File: src/logic/ioc_map.vh
// ioc_map.vh: offsets, field positions, reset values and sizes of the io cell register logic
// assumes: included by bare name from the io cell design files
`ifndef IOC_MAP_VH
`define IOC_MAP_VH

// register byte addresses on the wishbone slave
`define IOC_ADDR_CTRL      8'h00
`define IOC_ADDR_DELAY     8'h04
`define IOC_ADDR_STATUS    8'h08
`define IOC_ADDR_W         8

// control register fields
`define IOC_CTRL_CFG_DONE  0
`define IOC_CTRL_USED      1
`define IOC_CTRL_MODE_LO   2
`define IOC_CTRL_MODE_HI   3
`define IOC_CTRL_RX_REG    4
`define IOC_CTRL_RX_FALL   5
`define IOC_CTRL_TX_REG    6
`define IOC_CTRL_TX_FALL   7
`define IOC_CTRL_OE_FALL   8
`define IOC_CTRL_TX_INV    9
`define IOC_CTRL_DDR       10
`define IOC_CTRL_RESYNC    11
`define IOC_CTRL_SERDES    12
`define IOC_CTRL_PULL_DOWN 13
`define IOC_CTRL_W         14
`define IOC_CTRL_RESET     14'h0000
`define IOC_CTRL_FAST_MASK 14'h1000

// delay register fields
`define IOC_DLY_IN_LO      0
`define IOC_DLY_IN_HI      3
`define IOC_DLY_OUT_LO     4
`define IOC_DLY_OUT_HI     7
`define IOC_DLY_DYN_LO     8
`define IOC_DLY_DYN_HI     13
`define IOC_DLY_W          14
`define IOC_DLY_RESET      14'h0000
`define IOC_DLY_FAST_MASK  14'h3F00

// status register fields
`define IOC_STAT_PAD       0
`define IOC_STAT_DRIVE     1
`define IOC_STAT_FAST      2
`define IOC_STAT_RX_LO     4
`define IOC_STAT_RX_HI     7

// pad modes
`define IOC_MODE_INPUT     2'h0
`define IOC_MODE_OUTPUT    2'h1
`define IOC_MODE_BIDIR     2'h2
`define IOC_MODE_CLKOUT    2'h3

// delay chain and serializer sizes
`define IOC_TAP_W          6
`define IOC_TAP_MAX        6'h3F
`define IOC_CHAIN_DEPTH    64
`define IOC_SER_W          4
`define IOC_SER_CNT_W      2
`define IOC_SER_LAST       2'h3

`endif

File: src/logic/ioc_delay_chain.v
// ioc_delay_chain.v: tapped delay line, one bit wide, tap chosen at run time
// assumes: one clock with clock enable, synchronous active-low reset
`timescale 1ns/1ns
`default_nettype none
`include "ioc_map.vh"

module ioc_delay_chain (
  // clock and reset
  input  wire                  i_clock,
  input  wire                  i_reset_n,
  input  wire                  i_clock_en,
  // data and tap
  input  wire                  i_data,
  input  wire [`IOC_TAP_W-1:0] i_tap,
  output reg                   o_data
);

  reg [`IOC_CHAIN_DEPTH-1:0] line_r;

  // stage 0 takes the input, each later stage takes the one before
  genvar g;
  generate
    for (g = 0; g < `IOC_CHAIN_DEPTH; g = g + 1) begin : g_stage
      if (g == 0) begin : g_first
        always @(posedge i_clock) begin
          if (!i_reset_n) begin
            line_r[g] <= 1'b0;
          end else if (i_clock_en) begin
            line_r[g] <= i_data;
          end
        end
      end else begin : g_next
        always @(posedge i_clock) begin
          if (!i_reset_n) begin
            line_r[g] <= 1'b0;
          end else if (i_clock_en) begin
            line_r[g] <= line_r[g-1];
          end
        end
      end
    end
  endgenerate

  // tap 0 gives the input one cycle late
  always @(posedge i_clock) begin
    if (!i_reset_n) begin
      o_data <= 1'b0;
    end else if (i_clock_en) begin
      if (i_tap == {`IOC_TAP_W{1'b0}}) begin
        o_data <= i_data;
      end else begin
        o_data <= line_r[i_tap - 6'h01];
      end
    end
  end

endmodule

`default_nettype wire

File: src/logic/ioc_cell.v
// ioc_cell.v: register logic of one general-purpose io cell, wishbone controlled
// assumes: input and output clocks arrive as levels synchronous to i_clock and are
// sampled, so their edges are seen one i_clock later; the pad buffer resolves the
// wire from o_pad_out and o_pad_oe_n
//
// Register access over Wishbone and the address map are this design's own decisions.
`timescale 1ns/1ns
`default_nettype none
`include "ioc_map.vh"

// Function
// - input, output and output-enable registers exist
// - input mode: receive only, selectable edge
// - alternate input path is purely combinational
// - input dual edge samples both edges
// - output mode: transmit only, selectable edge
// - registered output may be inverted
// - output dual edge muxes two registers; code loads one register, tx_pad_r, on both out edges
// - bidirectional: in clock rx, out clock tx/oe
// - per-register edge; rx/tx registering independent
// - clock-output mode drives core clock out
// - during configuration pads weakly pulled up
// - unused pads tristated, pull-up or pull-down
// - dual edge on both paths, 2-bit words
// - normal dual edge: bit on its edge
// - resync dual edge: both bits on rise
// - resync input: fall bit delayed half cycle
// - 1:4 serdes only on fast pad, full-rate
// - dynamic delay fast only; static on both
// - rx bit 0 rise sample, bit 1 fall
// - deserializer first bit bit 0, last bit 3
module ioc_cell #(
  parameter FAST_PAD = 1
) (
  // clock, enable and reset
  input  wire        i_clock,
  input  wire        i_clock_en,
  input  wire        i_reset_n,
  // wishbone slave
  input  wire        i_wb_cyc,
  input  wire        i_wb_stb,
  input  wire        i_wb_we,
  input  wire [7:0]  i_wb_adr,
  input  wire [3:0]  i_wb_sel,
  input  wire [31:0] i_wb_dat,
  output reg  [31:0] o_wb_dat,
  output reg         o_wb_ack,
  // core side clocks
  input  wire        i_in_clock,
  input  wire        i_out_clock,
  input  wire        i_clock_net,
  // core side data
  input  wire [3:0]  i_tx_data,
  input  wire        i_tx_oe,
  output reg  [3:0]  o_rx_data,
  output wire        o_alt,
  // pad buffer side
  input  wire        i_pad_in,
  output wire        o_pad_out,
  output reg         o_pad_oe_n,
  output reg         o_pull_up,
  output reg         o_pull_down
);

  reg  [`IOC_CTRL_W-1:0] ctrl_r;
  reg  [`IOC_DLY_W-1:0]  dly_r;
  reg                    in_clk_q_r;
  reg                    out_clk_q_r;
  reg                    rx_fall_hold_r;
  reg  [3:0]             rx_shift_r;
  reg  [1:0]             rx_cnt_r;
  reg                    tx_pad_r;
  reg                    tx_fall_hold_r;
  reg  [3:0]             tx_shift_r;
  reg  [1:0]             tx_cnt_r;
  reg                    oe_r;
  wire                   pad_dly;
  wire [`IOC_TAP_W-1:0]  in_tap;
  wire [`IOC_TAP_W-1:0]  out_tap;
  wire [`IOC_TAP_W:0]    in_sum;
  wire                   in_rise;
  wire                   in_fall;
  wire                   out_rise;
  wire                   out_fall;
  wire                   in_edge;
  wire                   out_edge;
  wire                   oe_edge;
  wire [1:0]             mode;
  wire                   cfg_done;
  wire                   used;
  wire                   rx_on;
  wire                   tx_on;
  wire                   ddr;
  wire                   resync;
  wire                   serdes;
  wire                   inv;
  wire                   wb_req;
  wire                   hit_ctrl;
  wire                   hit_dly;
  wire                   hit_stat;
  wire [31:0]            wmask;
  wire [`IOC_CTRL_W-1:0] ctrl_mask;
  wire [`IOC_DLY_W-1:0]  dly_mask;
  wire                   drive_on;

  // field decode
  assign cfg_done = ctrl_r[`IOC_CTRL_CFG_DONE];
  assign used     = ctrl_r[`IOC_CTRL_USED];
  assign mode     = ctrl_r[`IOC_CTRL_MODE_HI:`IOC_CTRL_MODE_LO];
  assign ddr      = ctrl_r[`IOC_CTRL_DDR];
  assign resync   = ctrl_r[`IOC_CTRL_RESYNC];
  assign serdes   = ctrl_r[`IOC_CTRL_SERDES] & !ddr;
  assign inv      = ctrl_r[`IOC_CTRL_TX_INV];
  assign rx_on    = cfg_done & used & ((mode == `IOC_MODE_INPUT) | (mode == `IOC_MODE_BIDIR));
  assign tx_on    = cfg_done & used & ((mode == `IOC_MODE_OUTPUT) | (mode == `IOC_MODE_BIDIR));

  // edges of the sampled core clocks
  assign in_rise  = i_in_clock & !in_clk_q_r;
  assign in_fall  = !i_in_clock & in_clk_q_r;
  assign out_rise = i_out_clock & !out_clk_q_r;
  assign out_fall = !i_out_clock & out_clk_q_r;
  assign in_edge  = ctrl_r[`IOC_CTRL_RX_FALL] ? in_fall : in_rise;
  assign out_edge = ctrl_r[`IOC_CTRL_TX_FALL] ? out_fall : out_rise;
  assign oe_edge  = ctrl_r[`IOC_CTRL_OE_FALL] ? out_fall : out_rise;

  // delay taps: static on both pad types, dynamic adds to the input tap only, on the fast pad only
  assign in_sum   = {1'b0, 2'h0, dly_r[`IOC_DLY_IN_HI:`IOC_DLY_IN_LO]}
                    + {1'b0, dly_r[`IOC_DLY_DYN_HI:`IOC_DLY_DYN_LO]};
  assign in_tap   = in_sum[`IOC_TAP_W] ? `IOC_TAP_MAX : in_sum[`IOC_TAP_W-1:0];
  assign out_tap  = {2'h0, dly_r[`IOC_DLY_OUT_HI:`IOC_DLY_OUT_LO]};

  // alternate path bypasses every register
  assign o_alt    = i_pad_in;

  ioc_delay_chain u_in_delay (
    .i_clock    (i_clock),
    .i_reset_n  (i_reset_n),
    .i_clock_en (i_clock_en),
    .i_data     (i_pad_in),
    .i_tap      (in_tap),
    .o_data     (pad_dly)
  );

  ioc_delay_chain u_out_delay (
    .i_clock    (i_clock),
    .i_reset_n  (i_reset_n),
    .i_clock_en (i_clock_en),
    .i_data     (tx_pad_r),
    .i_tap      (out_tap),
    .o_data     (o_pad_out)
  );

  // wishbone decode
  assign wb_req    = i_wb_cyc & i_wb_stb & !o_wb_ack;
  assign hit_ctrl  = i_wb_adr == `IOC_ADDR_CTRL;
  assign hit_dly   = i_wb_adr == `IOC_ADDR_DELAY;
  assign hit_stat  = i_wb_adr == `IOC_ADDR_STATUS;
  assign wmask     = {{8{i_wb_sel[3]}}, {8{i_wb_sel[2]}}, {8{i_wb_sel[1]}}, {8{i_wb_sel[0]}}};
  assign ctrl_mask = (FAST_PAD != 0) ? {`IOC_CTRL_W{1'b1}} : ~`IOC_CTRL_FAST_MASK;
  assign dly_mask  = (FAST_PAD != 0) ? {`IOC_DLY_W{1'b1}} : ~`IOC_DLY_FAST_MASK;

  always @(posedge i_clock) begin
    if (!i_reset_n) begin
      ctrl_r   <= `IOC_CTRL_RESET;
      dly_r    <= `IOC_DLY_RESET;
      o_wb_ack <= 1'b0;
      o_wb_dat <= 32'h0000_0000;
    end else if (i_clock_en) begin
      o_wb_ack <= wb_req;
      if (wb_req && i_wb_we && hit_ctrl) begin
        ctrl_r <= ((ctrl_r & ~wmask[`IOC_CTRL_W-1:0])
                  | (i_wb_dat[`IOC_CTRL_W-1:0] & wmask[`IOC_CTRL_W-1:0])) & ctrl_mask;
      end
      if (wb_req && i_wb_we && hit_dly) begin
        dly_r <= ((dly_r & ~wmask[`IOC_DLY_W-1:0])
                 | (i_wb_dat[`IOC_DLY_W-1:0] & wmask[`IOC_DLY_W-1:0])) & dly_mask;
      end
      if (wb_req && !i_wb_we) begin
        if (hit_ctrl) begin
          o_wb_dat <= {18'h00000, ctrl_r};
        end else if (hit_dly) begin
          o_wb_dat <= {18'h00000, dly_r};
        end else if (hit_stat) begin
          o_wb_dat <= {24'h000000, o_rx_data, 1'b0, (FAST_PAD != 0), !o_pad_oe_n, pad_dly};
        end else begin
          o_wb_dat <= 32'h0000_0000;
        end
      end else begin
        o_wb_dat <= 32'h0000_0000;
      end
    end
  end

  // clock samplers for edge detection
  always @(posedge i_clock) begin
    if (!i_reset_n) begin
      in_clk_q_r  <= 1'b0;
      out_clk_q_r <= 1'b0;
    end else if (i_clock_en) begin
      in_clk_q_r  <= i_in_clock;
      out_clk_q_r <= i_out_clock;
    end
  end

  // receive path: input capture register toward the core
  always @(posedge i_clock) begin
    if (!i_reset_n) begin
      o_rx_data      <= 4'h0;
      rx_fall_hold_r <= 1'b0;
      rx_shift_r     <= 4'h0;
      rx_cnt_r       <= 2'h0;
    end else if (i_clock_en) begin
      if (!rx_on) begin
        o_rx_data <= 4'h0;
        rx_cnt_r  <= 2'h0;
      end else if (!ctrl_r[`IOC_CTRL_RX_REG]) begin
        o_rx_data <= {3'h0, pad_dly};
      end else if (ddr) begin
        if (resync) begin
          if (in_fall) begin
            rx_fall_hold_r <= pad_dly;
          end
          if (in_rise) begin
            o_rx_data <= {2'h0, rx_fall_hold_r, pad_dly};
          end
        end else begin
          if (in_rise) begin
            o_rx_data[0] <= pad_dly;
          end
          if (in_fall) begin
            o_rx_data[1] <= pad_dly;
          end
        end
      end else if (serdes) begin
        if (in_rise) begin
          rx_shift_r <= {pad_dly, rx_shift_r[3:1]};
          rx_cnt_r   <= rx_cnt_r + 2'h1;
          if (rx_cnt_r == `IOC_SER_LAST) begin
            o_rx_data <= {pad_dly, rx_shift_r[3:1]};
          end
        end
      end else if (in_edge) begin
        o_rx_data <= {3'h0, pad_dly};
      end
    end
  end

  // transmit path: output register toward the pad buffer
  always @(posedge i_clock) begin
    if (!i_reset_n) begin
      tx_pad_r       <= 1'b0;
      tx_fall_hold_r <= 1'b0;
      tx_shift_r     <= 4'h0;
      tx_cnt_r       <= 2'h0;
    end else if (i_clock_en) begin
      if (cfg_done && used && mode == `IOC_MODE_CLKOUT) begin
        tx_pad_r <= i_clock_net;
      end else if (!tx_on) begin
        tx_pad_r <= 1'b0;
        tx_cnt_r <= 2'h0;
      end else if (!ctrl_r[`IOC_CTRL_TX_REG]) begin
        tx_pad_r <= i_tx_data[0];
      end else if (ddr) begin
        if (resync) begin
          if (out_rise) begin
            tx_pad_r       <= i_tx_data[0] ^ inv;
            tx_fall_hold_r <= i_tx_data[1];
          end
          if (out_fall) begin
            tx_pad_r <= tx_fall_hold_r ^ inv;
          end
        end else begin
          if (out_rise) begin
            tx_pad_r <= i_tx_data[0] ^ inv;
          end
          if (out_fall) begin
            tx_pad_r <= i_tx_data[1] ^ inv;
          end
        end
      end else if (serdes) begin
        if (out_rise) begin
          tx_cnt_r <= tx_cnt_r + 2'h1;
          if (tx_cnt_r == 2'h0) begin
            tx_pad_r   <= i_tx_data[0] ^ inv;
            tx_shift_r <= {1'b0, i_tx_data[3:1]};
          end else begin
            tx_pad_r   <= tx_shift_r[0] ^ inv;
            tx_shift_r <= {1'b0, tx_shift_r[3:1]};
          end
        end
      end else if (out_edge) begin
        tx_pad_r <= i_tx_data[0] ^ inv;
      end
    end
  end

  // output-enable register, clocked from the output clock
  always @(posedge i_clock) begin
    if (!i_reset_n) begin
      oe_r <= 1'b0;
    end else if (i_clock_en) begin
      if (mode != `IOC_MODE_BIDIR || !used || !cfg_done) begin
        oe_r <= 1'b0;
      end else if (!ctrl_r[`IOC_CTRL_TX_REG]) begin
        oe_r <= i_tx_oe;
      end else if (oe_edge) begin
        oe_r <= i_tx_oe;
      end
    end
  end

  assign drive_on = cfg_done & used & ((mode == `IOC_MODE_OUTPUT) | (mode == `IOC_MODE_CLKOUT)
                    | ((mode == `IOC_MODE_BIDIR) & oe_r));

  // pad driver and default pulls
  always @(posedge i_clock) begin
    if (!i_reset_n) begin
      o_pad_oe_n  <= 1'b1;
      o_pull_up   <= 1'b1;
      o_pull_down <= 1'b0;
    end else if (i_clock_en) begin
      o_pad_oe_n <= !drive_on;
      if (!cfg_done) begin
        o_pull_up   <= 1'b1;
        o_pull_down <= 1'b0;
      end else if (!used) begin
        o_pull_up   <= !ctrl_r[`IOC_CTRL_PULL_DOWN];
        o_pull_down <= ctrl_r[`IOC_CTRL_PULL_DOWN];
      end else begin
        o_pull_up   <= 1'b0;
        o_pull_down <= 1'b0;
      end
    end
  end

endmodule

`default_nettype wire

File: config.mk
export PLATFORM = sky130hd
export DESIGN_NAME = ioc_cell
export DESIGN_NICKNAME = d
export VERILOG_FILES = /design/src/logic/ioc_delay_chain.v /design/src/logic/ioc_cell.v
export VERILOG_INCLUDE_DIRS = /design/src /design/src/logic
export SDC_FILE = /design/constraint.sdc
export NUM_CORES = 1
export LEC_CHECK = 0
export BUFFER_PORTS_ARGS = -buffer_cell sky130_fd_sc_hd__buf_2
export CAP_MARGIN = 40
export CORE_MARGIN = 5
export CORE_UTILIZATION = 55
export CTS_CLUSTER_DIAMETER = 120
export CTS_CLUSTER_SIZE = 14
export DETAILED_ROUTE_END_ITERATION = 6
export PLACE_DENSITY = 0.74
export SLEW_MARGIN = 20
export SYNTH_ARGS = -nofsm -noshare
export SYNTH_HDL_FRONTEND = slang
export SYNTH_HIERARCHICAL = 1
export SYNTH_SLANG_ARGS = --single-unit
File: constraint.sdc
create_clock -name i_clock -period 9.05 [get_ports i_clock]
set_input_delay 0.905 -clock i_clock [delete_from_list [all_inputs] [get_ports i_clock]]
set_output_delay 0.905 -clock i_clock [all_outputs]
set_load 0.01 [all_outputs]
==> results.md, run 1 <==
- Status: finished, final reports clean
- CTS buffer count: 17
- Placer Congestion: 0.855
- Fill cell count: 1,535
- Combinational share of power: ~5.6%
- Commonest cells post-synth: dfxtp_1, mux2i_1, nor2b_1
- Drt first pass iters: 5
- CTS Hold Bufs: 0
- Max-slew headroom: 44.6%
- LEAKAGE: between 4 and 5 nW
- Final hold violation count: 0
- Cell depth of the worst setup path: 15
- Antenna diodes: 0
- Initial antenna violation count: 1
- CTS tree: yes
- Yosys reg bits: ~200
- Worst vdd ir: 0.000140 V
- Final min period: between 3 and 4 ns
- Core outline area: 18,000 um^2
- Critical path endpoint category: flip-flop
- Dpl cell area: 10,400 um^2
- Initial Util: 56.0%
- GR Layer Usage met3: 4.20%
- Worst Min Path Start: tx_cnt_r[1]$_SDFFE_PN0P_
- CTS Buffer Depth: 2
- Grt ovf: 0
- P_sw: 0.000407 W
- Worst stage delay on the critical path: 0.65 ns
- Vias in the first global route: roughly 6.7k
- Final setup fails: 0
- Mean post-synth cell area: approximately 10 um^2
- Layout area overhead: 8.53%
- Synth Instances: 1,010
- Most Used Layer, Global Route: met2
- Routed wire length: 20.4 mm
- Post-DP HPWL: 13.7 mm
- Worst-path cell chain: ha_1, fa_1, a21o_1, a21oi_1, nand3b_1, nand2b_1, buf_4, inv_1, ha_1, mux4_2, mux2i_1, a31o_2, a31oi_1, nand3_1, a21oi_1
- Die W: 146 um
- Worst path arrival time: 4.26 ns
- Worst skew pair latency: 0.44 ns
- R2r endpoint: u_in_delay/o_data$_SDFFE_PN0P_
- Reg clk slew, reported paths: 0.08 ns
- Number of post-CTS setup repair buffers: 0
- RSZ-0062 raised after global routing: false
- Crit-path leading delay family: adder cells
- Leading area contributor after synthesis: dfxtp_1
- Synth top area share: 38.8%
- Required @ worst endpoint: 9.42 ns
- Row count: 49
- R2r setup slk: roughly 5.2 ns
- R2R cell count: 15
- Synth area leaders: dfxtp_1, mux2i_1, nor2b_1, mux4_2, nand3_1
- Layout cell share with drive strength beyond 1: 16.0%
- Register area share after synthesis: approximately two fifths
- CP max-delay cell: ha_1
- Setup crit start kind: flip-flop
- Post-synth EDFFs: 0
- Clock Skews: around 0.011 ns
- CTS sink count: 196
- CTS resizes: 0
- Vias/cell: around 5.6
- Final period utilization: a little over two fifths
- Yosys cell types: 71
- Setup_tns: 0 ns
- Final net count: 1,108
- Hold Slack: 0.462 ns
- Max FO, Critical Path: 22
- Worst Tran Pin Value: a little over 0.8 ns
- Vias: 7,111
- PD cells: ~160 nW/um^2
- YS warnings: 6
- Syn Std Cell Area: 10,100 um^2
- GR Util met2: around 30%
- Timing endpoint of the critical path: u_in_delay/o_data$_SDFFE_PN0P_
- ANT nets after route: 0
- Crit path buffers/inverters: 2
- Critical path class: flip-flop to flip-flop
- Pwr Total: 0.00171 W
- Hold Path Class: flip-flop to flip-flop
- Die ar.: 21,200 um^2
- Max-cap violation count: 0
- GRT Total Usage: between 10% and 20%
- Root buffer cell: clkbuf_16
- Global-route wire length before repair: 33.7 mm
- Slew Viols, Final: 0
- GR Layer Usage met1: a little over a quarter
- DRC viols: 0
- Post-route design area: 11,000 um^2
- Largest net degree at the start of global routing: 81
- I/O pin total: 101
- Die Height: around 150 um
- Internal power: 0.00130 W
- 1st-iter DRT viols: 433
- Reg power frac: 50.7%
- CTS H-tree depth: 4
- Clock network fraction of design power: a little over two fifths
- Port Buf Inserts: 62
- Async S/R FF share, synth: 0%
- Most numerous cell in the Yosys netlist: dfxtp_1
- Routed WL per cell: 15.9 um
- Switch share: 23.9%
- Predominant post-synthesis flop cell: dfxtp_1
- Fmax: 257 MHz
worst register-to-register path, delay by kind of cell (launching register included):
| family | cells | cell delay, ns |
|---|---|---|
| buffers and inverters | 2 | 0.38 |
| AOI/OAI and AO/OA | 5 | 0.98 |
| adders and majority gates | 3 | 1.28 |
| and+or+nand+nor | 3 | 0.39 |
| muxes | 2 | 0.46 |
| DFF | 1 | 0.34 |
area by class of cell:
class | count | area (um^2) | share of cell area (%)
Clock inverter | 14 | 148 | 1.35
Tap cell | 229 | 287 | 2.61
Clock buffer | 18 | 439 | 4.01
Sequential cell | 196 | 3920 | 35.8
Timing Repair Buffer | 69 | 384 | 3.50
Multi-Input combinational cell | 729 | 5700 | 52.0
Inverter | 21 | 78.8 | 0.719
through the flow:
step | cells | setup slack, ns | util (%)
5_1_grt | 1276 | 4.91 | 60.8
3_3_place_gp | 1243 | 4.83 | 57.5
3_5_place_dp | 1244 | 4.76 | 57.6
2_1_floorplan | 1035 | 5.49 | -
6_report | 1276 | 5.15 | 60.8
4_1_cts | 1276 | 5.14 | 60.8
metal layers:
| metal | share of wire, % | wire, um |
|---|---|---|
| met5 | 0.088 | 18 |
| met4 | 1.2 | 246 |
| met3 | 4.0 | 820 |
| met2 | 46 | 9430 |
| met1 | 48 | 9830 |
how the worst min path moves through the flow:
stage,slack [ns],depth (start not counted),end
global route,0.48,1,tx_cnt_r[0]$_SDFFE_PN0P_
finish,0.46,2,tx_cnt_r[1]$_SDFFE_PN0P_
global placement,0.43,1,tx_cnt_r[0]$_SDFFE_PN0P_
floorplan,0.42,1,tx_cnt_r[0]$_SDFFE_PN0P_
detailed placement,0.45,1,tx_cnt_r[0]$_SDFFE_PN0P_
CTS,0.46,1,tx_cnt_r[0]$_SDFFE_PN0P_
cells in the final DEF, fill, tap and decap left out, types with 4 or more instances in the layout:
cell	n
mux4_2	32
a2bb2oi_1	4
o211ai_1	6
nor4_1	4
o21ai_1	7
ha_1	14
nand4b_1	4
xor2_1	4
inv_1	20
nand2b_1	18
conb_1	26
nor2_1	13
o22ai_1	11
o31ai_1	6
nor3_1	4
a21oi_1	15
o221ai_2	5
mux2i_1	159
clkbuf_16	17
o21ai_0	41
a21boi_1	7
nand2_1	68
nand3b_1	5
buf_4	7
nand3_1	52
o2bb2ai_1	4
buf_2	60
a21boi_0	4
dfxtp_1	196
nor2b_1	150
power by group through the flow:
stage	registers (W)	logic, W	clock network [W]
finish	0.000867	0.0000950	0.000746
global route	0.000867	0.000103	0.000799
CTS	0.000866	0.0000945	0.000761
detailed placement	0.000887	0.0000941	0
global placement	0.000887	0.0000929	0
floorplan	0.000886	0.0000789	0
logic make-up (layout without fill, tap and decap cells):
logic type / Yosys count / count (layout) / synth area share [%]
and+or+nand+nor: 353 / 353 / 20.4
DFF: 196 / 196 / 38.8
muxes: 193 / 193 / 23.1
AOI/OAI and AO/OA: 133 / 133 / 9.10
buffers and inverters: 110 / 122 / 5.62
adders and majority gates: 15 / 15 / 1.93
xor gates and xnor gates: 9 / 9 / 0.929
other: 1 / 26 / 0.0371
Note: power is estimated with default switching activity, not from simulation.
==> inputs of run 2 (changes only) <==
clock period = 4 ns   (was 9.05 ns; I/O delays follow)
==> results.md, run 2 (synthesis gave the netlist of run 1 again) <==
- Fill cell count: 1,553 (+1.2%)
- LEAKAGE: 4.16 nW (+0.28%)
- Final period utilization: 89.8% (+47 points)
- Die ar.: 21,200 um^2 (unchanged)
- Placer Congestion: 0.885 (+3.5%)
- CTS tree: yes
- Most common cell after layout, fill and taps aside: dfxtp_1
- Status: finished, final reports clean
- CTS Buffer Depth: 2 (unchanged)
- Number of post-CTS setup repair buffers: 0 (unchanged)
- Antenna diodes: 0 (unchanged)
- Vias/cell: 5.63 (+0.98%)
- PD cells: 353 nW/um^2 (+130%)
- Critical path class: flip-flop to flip-flop
- Routed WL per cell: 16.1 um (+1.2%)
- Initial Util: 56.0% (unchanged)
- ANT nets after route: 0 (unchanged)
- Final hold violation count: 0 (unchanged)
- Clock network fraction of design power: 43.8% (about the same)
- Die W: 146 um (unchanged)
- Layout area overhead: 8.78%
- Row count: 49 (unchanged)
- CTS H-tree depth: 4 (unchanged)
- Global-route wire length before repair: 35.1 mm (+4.4%)
- P_sw: 0.000902 W (+120%)
- Worst vdd ir: 0.000320 V (+130%)
- Core outline area: 18,000 um^2 (unchanged)
- Grt ovf: 0 (unchanged)
- Die Height: 146 um (unchanged)
- Setup_tns: 0 ns (unchanged)
- Worst path arrival time: 3.96 ns (-0.30 ns)
- Final setup fails: 0 (unchanged)
- 1st-iter DRT viols: 402 (-7.2%)
- CTS resizes: 0 (unchanged)
- Routed wire length: 20.6 mm (+1.3%)
- Max-slew headroom: 47.1% (+2.6 points)
- RSZ-0062 raised after global routing: false
- Initial antenna violation count: 1 (unchanged)
- CTS Hold Bufs: 0 (unchanged)
- Slew Viols, Final: 0 (unchanged)
- GRT Total Usage: 19.7% (+0.73 points)
- Fmax: 278 MHz (+8.4%)
- Max FO, Critical Path: 16 (-27%)
- R2r endpoint: u_in_delay/o_data$_SDFFE_PN0P_
- R2r setup slk: 0.41 ns (-4.75 ns)
- Worst Min Path Start: i_wb_dat[12]
- Combinational share of power: 5.7% (about the same)
- CTS sink count: 196 (unchanged)
- Switch share: 23.3% (-0.60 points)
- R2R cell count: 14 (-1)
- Final net count: 1,110 (+0.18%)
- Port Buf Inserts: 62 (unchanged)
- Vias: 7,186 (+1.1%)
- Max-cap violation count: 0 (unchanged)
- Final min period: 3.59 ns (-0.303 ns)
- Drt first pass iters: 5 (unchanged)
- Hold Path Class: input port to flip-flop
- Worst skew pair latency: 0.43 ns (about the same)
- Worst Tran Pin Value: 0.785 ns (-0.0467 ns)
- DRC viols: 0 (unchanged)
- Critical path endpoint category: flip-flop
- Required @ worst endpoint: 4.37 ns (-5.05 ns)
- Layout cell share with drive strength beyond 1: 16.0% (about the same)
- Largest net degree at the start of global routing: 90 (+11%)
- I/O pin total: 101 (unchanged)
- Commonest non-fill, non-tap cells in the layout: dfxtp_1, mux2i_1, nor2b_1, nand2_1, buf_2
- Vias in the first global route: 6,901 (+3.2%)
- Post-DP HPWL: 14.1 mm (+2.7%)
- CTS buffer count: 17 (unchanged)
- Setup crit start kind: flip-flop
- Reg power frac: 50.6% (about the same)
- Reg clk slew, reported paths: 0.07 ns (about the same)
- Hold Slack: 0.199 ns (-0.263 ns)
- Clock Skews: 0.00851 ns (-0.00276 ns)
- Root buffer cell: clkbuf_16
- Internal power: 0.00298 W (+130%)
- Hold path depth: 3 (+1)
run 2: cell count changes in the layout (fill, tap and decap cells not counted):
cell       previous run  this run
buf_16                0         1
bufinv_16             1         2
clkinv_8              1         0
clkbuf_1              0         1
inv_6                 2         4
clkbuf_8              1         0
clkinv_4              2         1
inv_8                 3         1
buf_4                 7         8
run 2: through the flow:
| stage | setup WS, ns | util [%] | power (W) | std cells | instance area, um^2 |
|---|---|---|---|---|---|
| after floorplan | 0.444 | - | 0.00218 | 1035 | 10200 |
| after global placement | 0.486 | 57.6 | 0.00222 | 1245 | 10400 |
| after detailed placement | 0.444 | 57.8 | 0.00222 | 1246 | 10400 |
| after CTS | 0.424 | 61.0 | 0.00392 | 1277 | 11000 |
| after global routing | 0.175 | 61.0 | 0.00402 | 1277 | 11000 |
| final | 0.407 | 61.0 | 0.00388 | 1277 | 11000 |
run 2: worst max-delay path: stages (launching register included):
cell and delay (ns):
dfxtp_1 0.33, ha_1 0.22, fa_1 0.41, a21o_1 0.17, a21oi_1 0.25, nand3b_1 0.22
nand2b_1 0.18, inv_1 0.12, ha_1 0.60, mux4_2 0.32, mux2i_1 0.08, a31o_2 0.25
a31oi_1 0.13, nand3_1 0.10, a21oi_1 0.14
run 2: layout make-up:
type                            instances  area (um^2)  share of cell area [%]
Inverter                               21         78.8                   0.717
Timing Repair Buffer                   71          419                    3.81
Sequential cell                       196         3920                    35.7
Clock inverter                         13          148                    1.34
Multi-Input combinational cell        729         5700                    51.9
Clock buffer                           18          429                    3.91
Tap cell                              229          287                    2.61
run 2: layer usage:
layer	up-vias	wire (um)	global-route usage, %
li1	3585	-	-
met1	3469	10000	27.2
met2	110	9650	31.8
met3	20	711	4.14
met4	2	193	4.66
met5	-	13	0
run 2: worst max path at each step:
stage | startpoint | end | slack [ns] | depth (start not counted)
after global placement | flip-flop | u_in_delay/o_data$_SDFFE_PN0P_ | 0.49 | 14
after detailed placement | flip-flop | u_in_delay/o_data$_SDFFE_PN0P_ | 0.44 | 14
after global routing | flip-flop | u_in_delay/o_data$_SDFFE_PN0P_ | 0.17 | 14
after CTS | flip-flop | u_in_delay/o_data$_SDFFE_PN0P_ | 0.42 | 14
final | flip-flop | u_in_delay/o_data$_SDFFE_PN0P_ | 0.41 | 14
after floorplan | flip-flop | u_in_delay/o_data$_SDFFE_PN0P_ | 0.44 | 17
run 2: power groups by stage:
stage                     clock network [W]  logic (W)  registers [W]
after global placement                    0   0.000215        0.00201
after CTS                           0.00174   0.000218        0.00196
after detailed placement                  0   0.000218        0.00201
after floorplan                           0   0.000178        0.00200
final                               0.00170   0.000219        0.00196
after global routing                0.00183   0.000238        0.00196
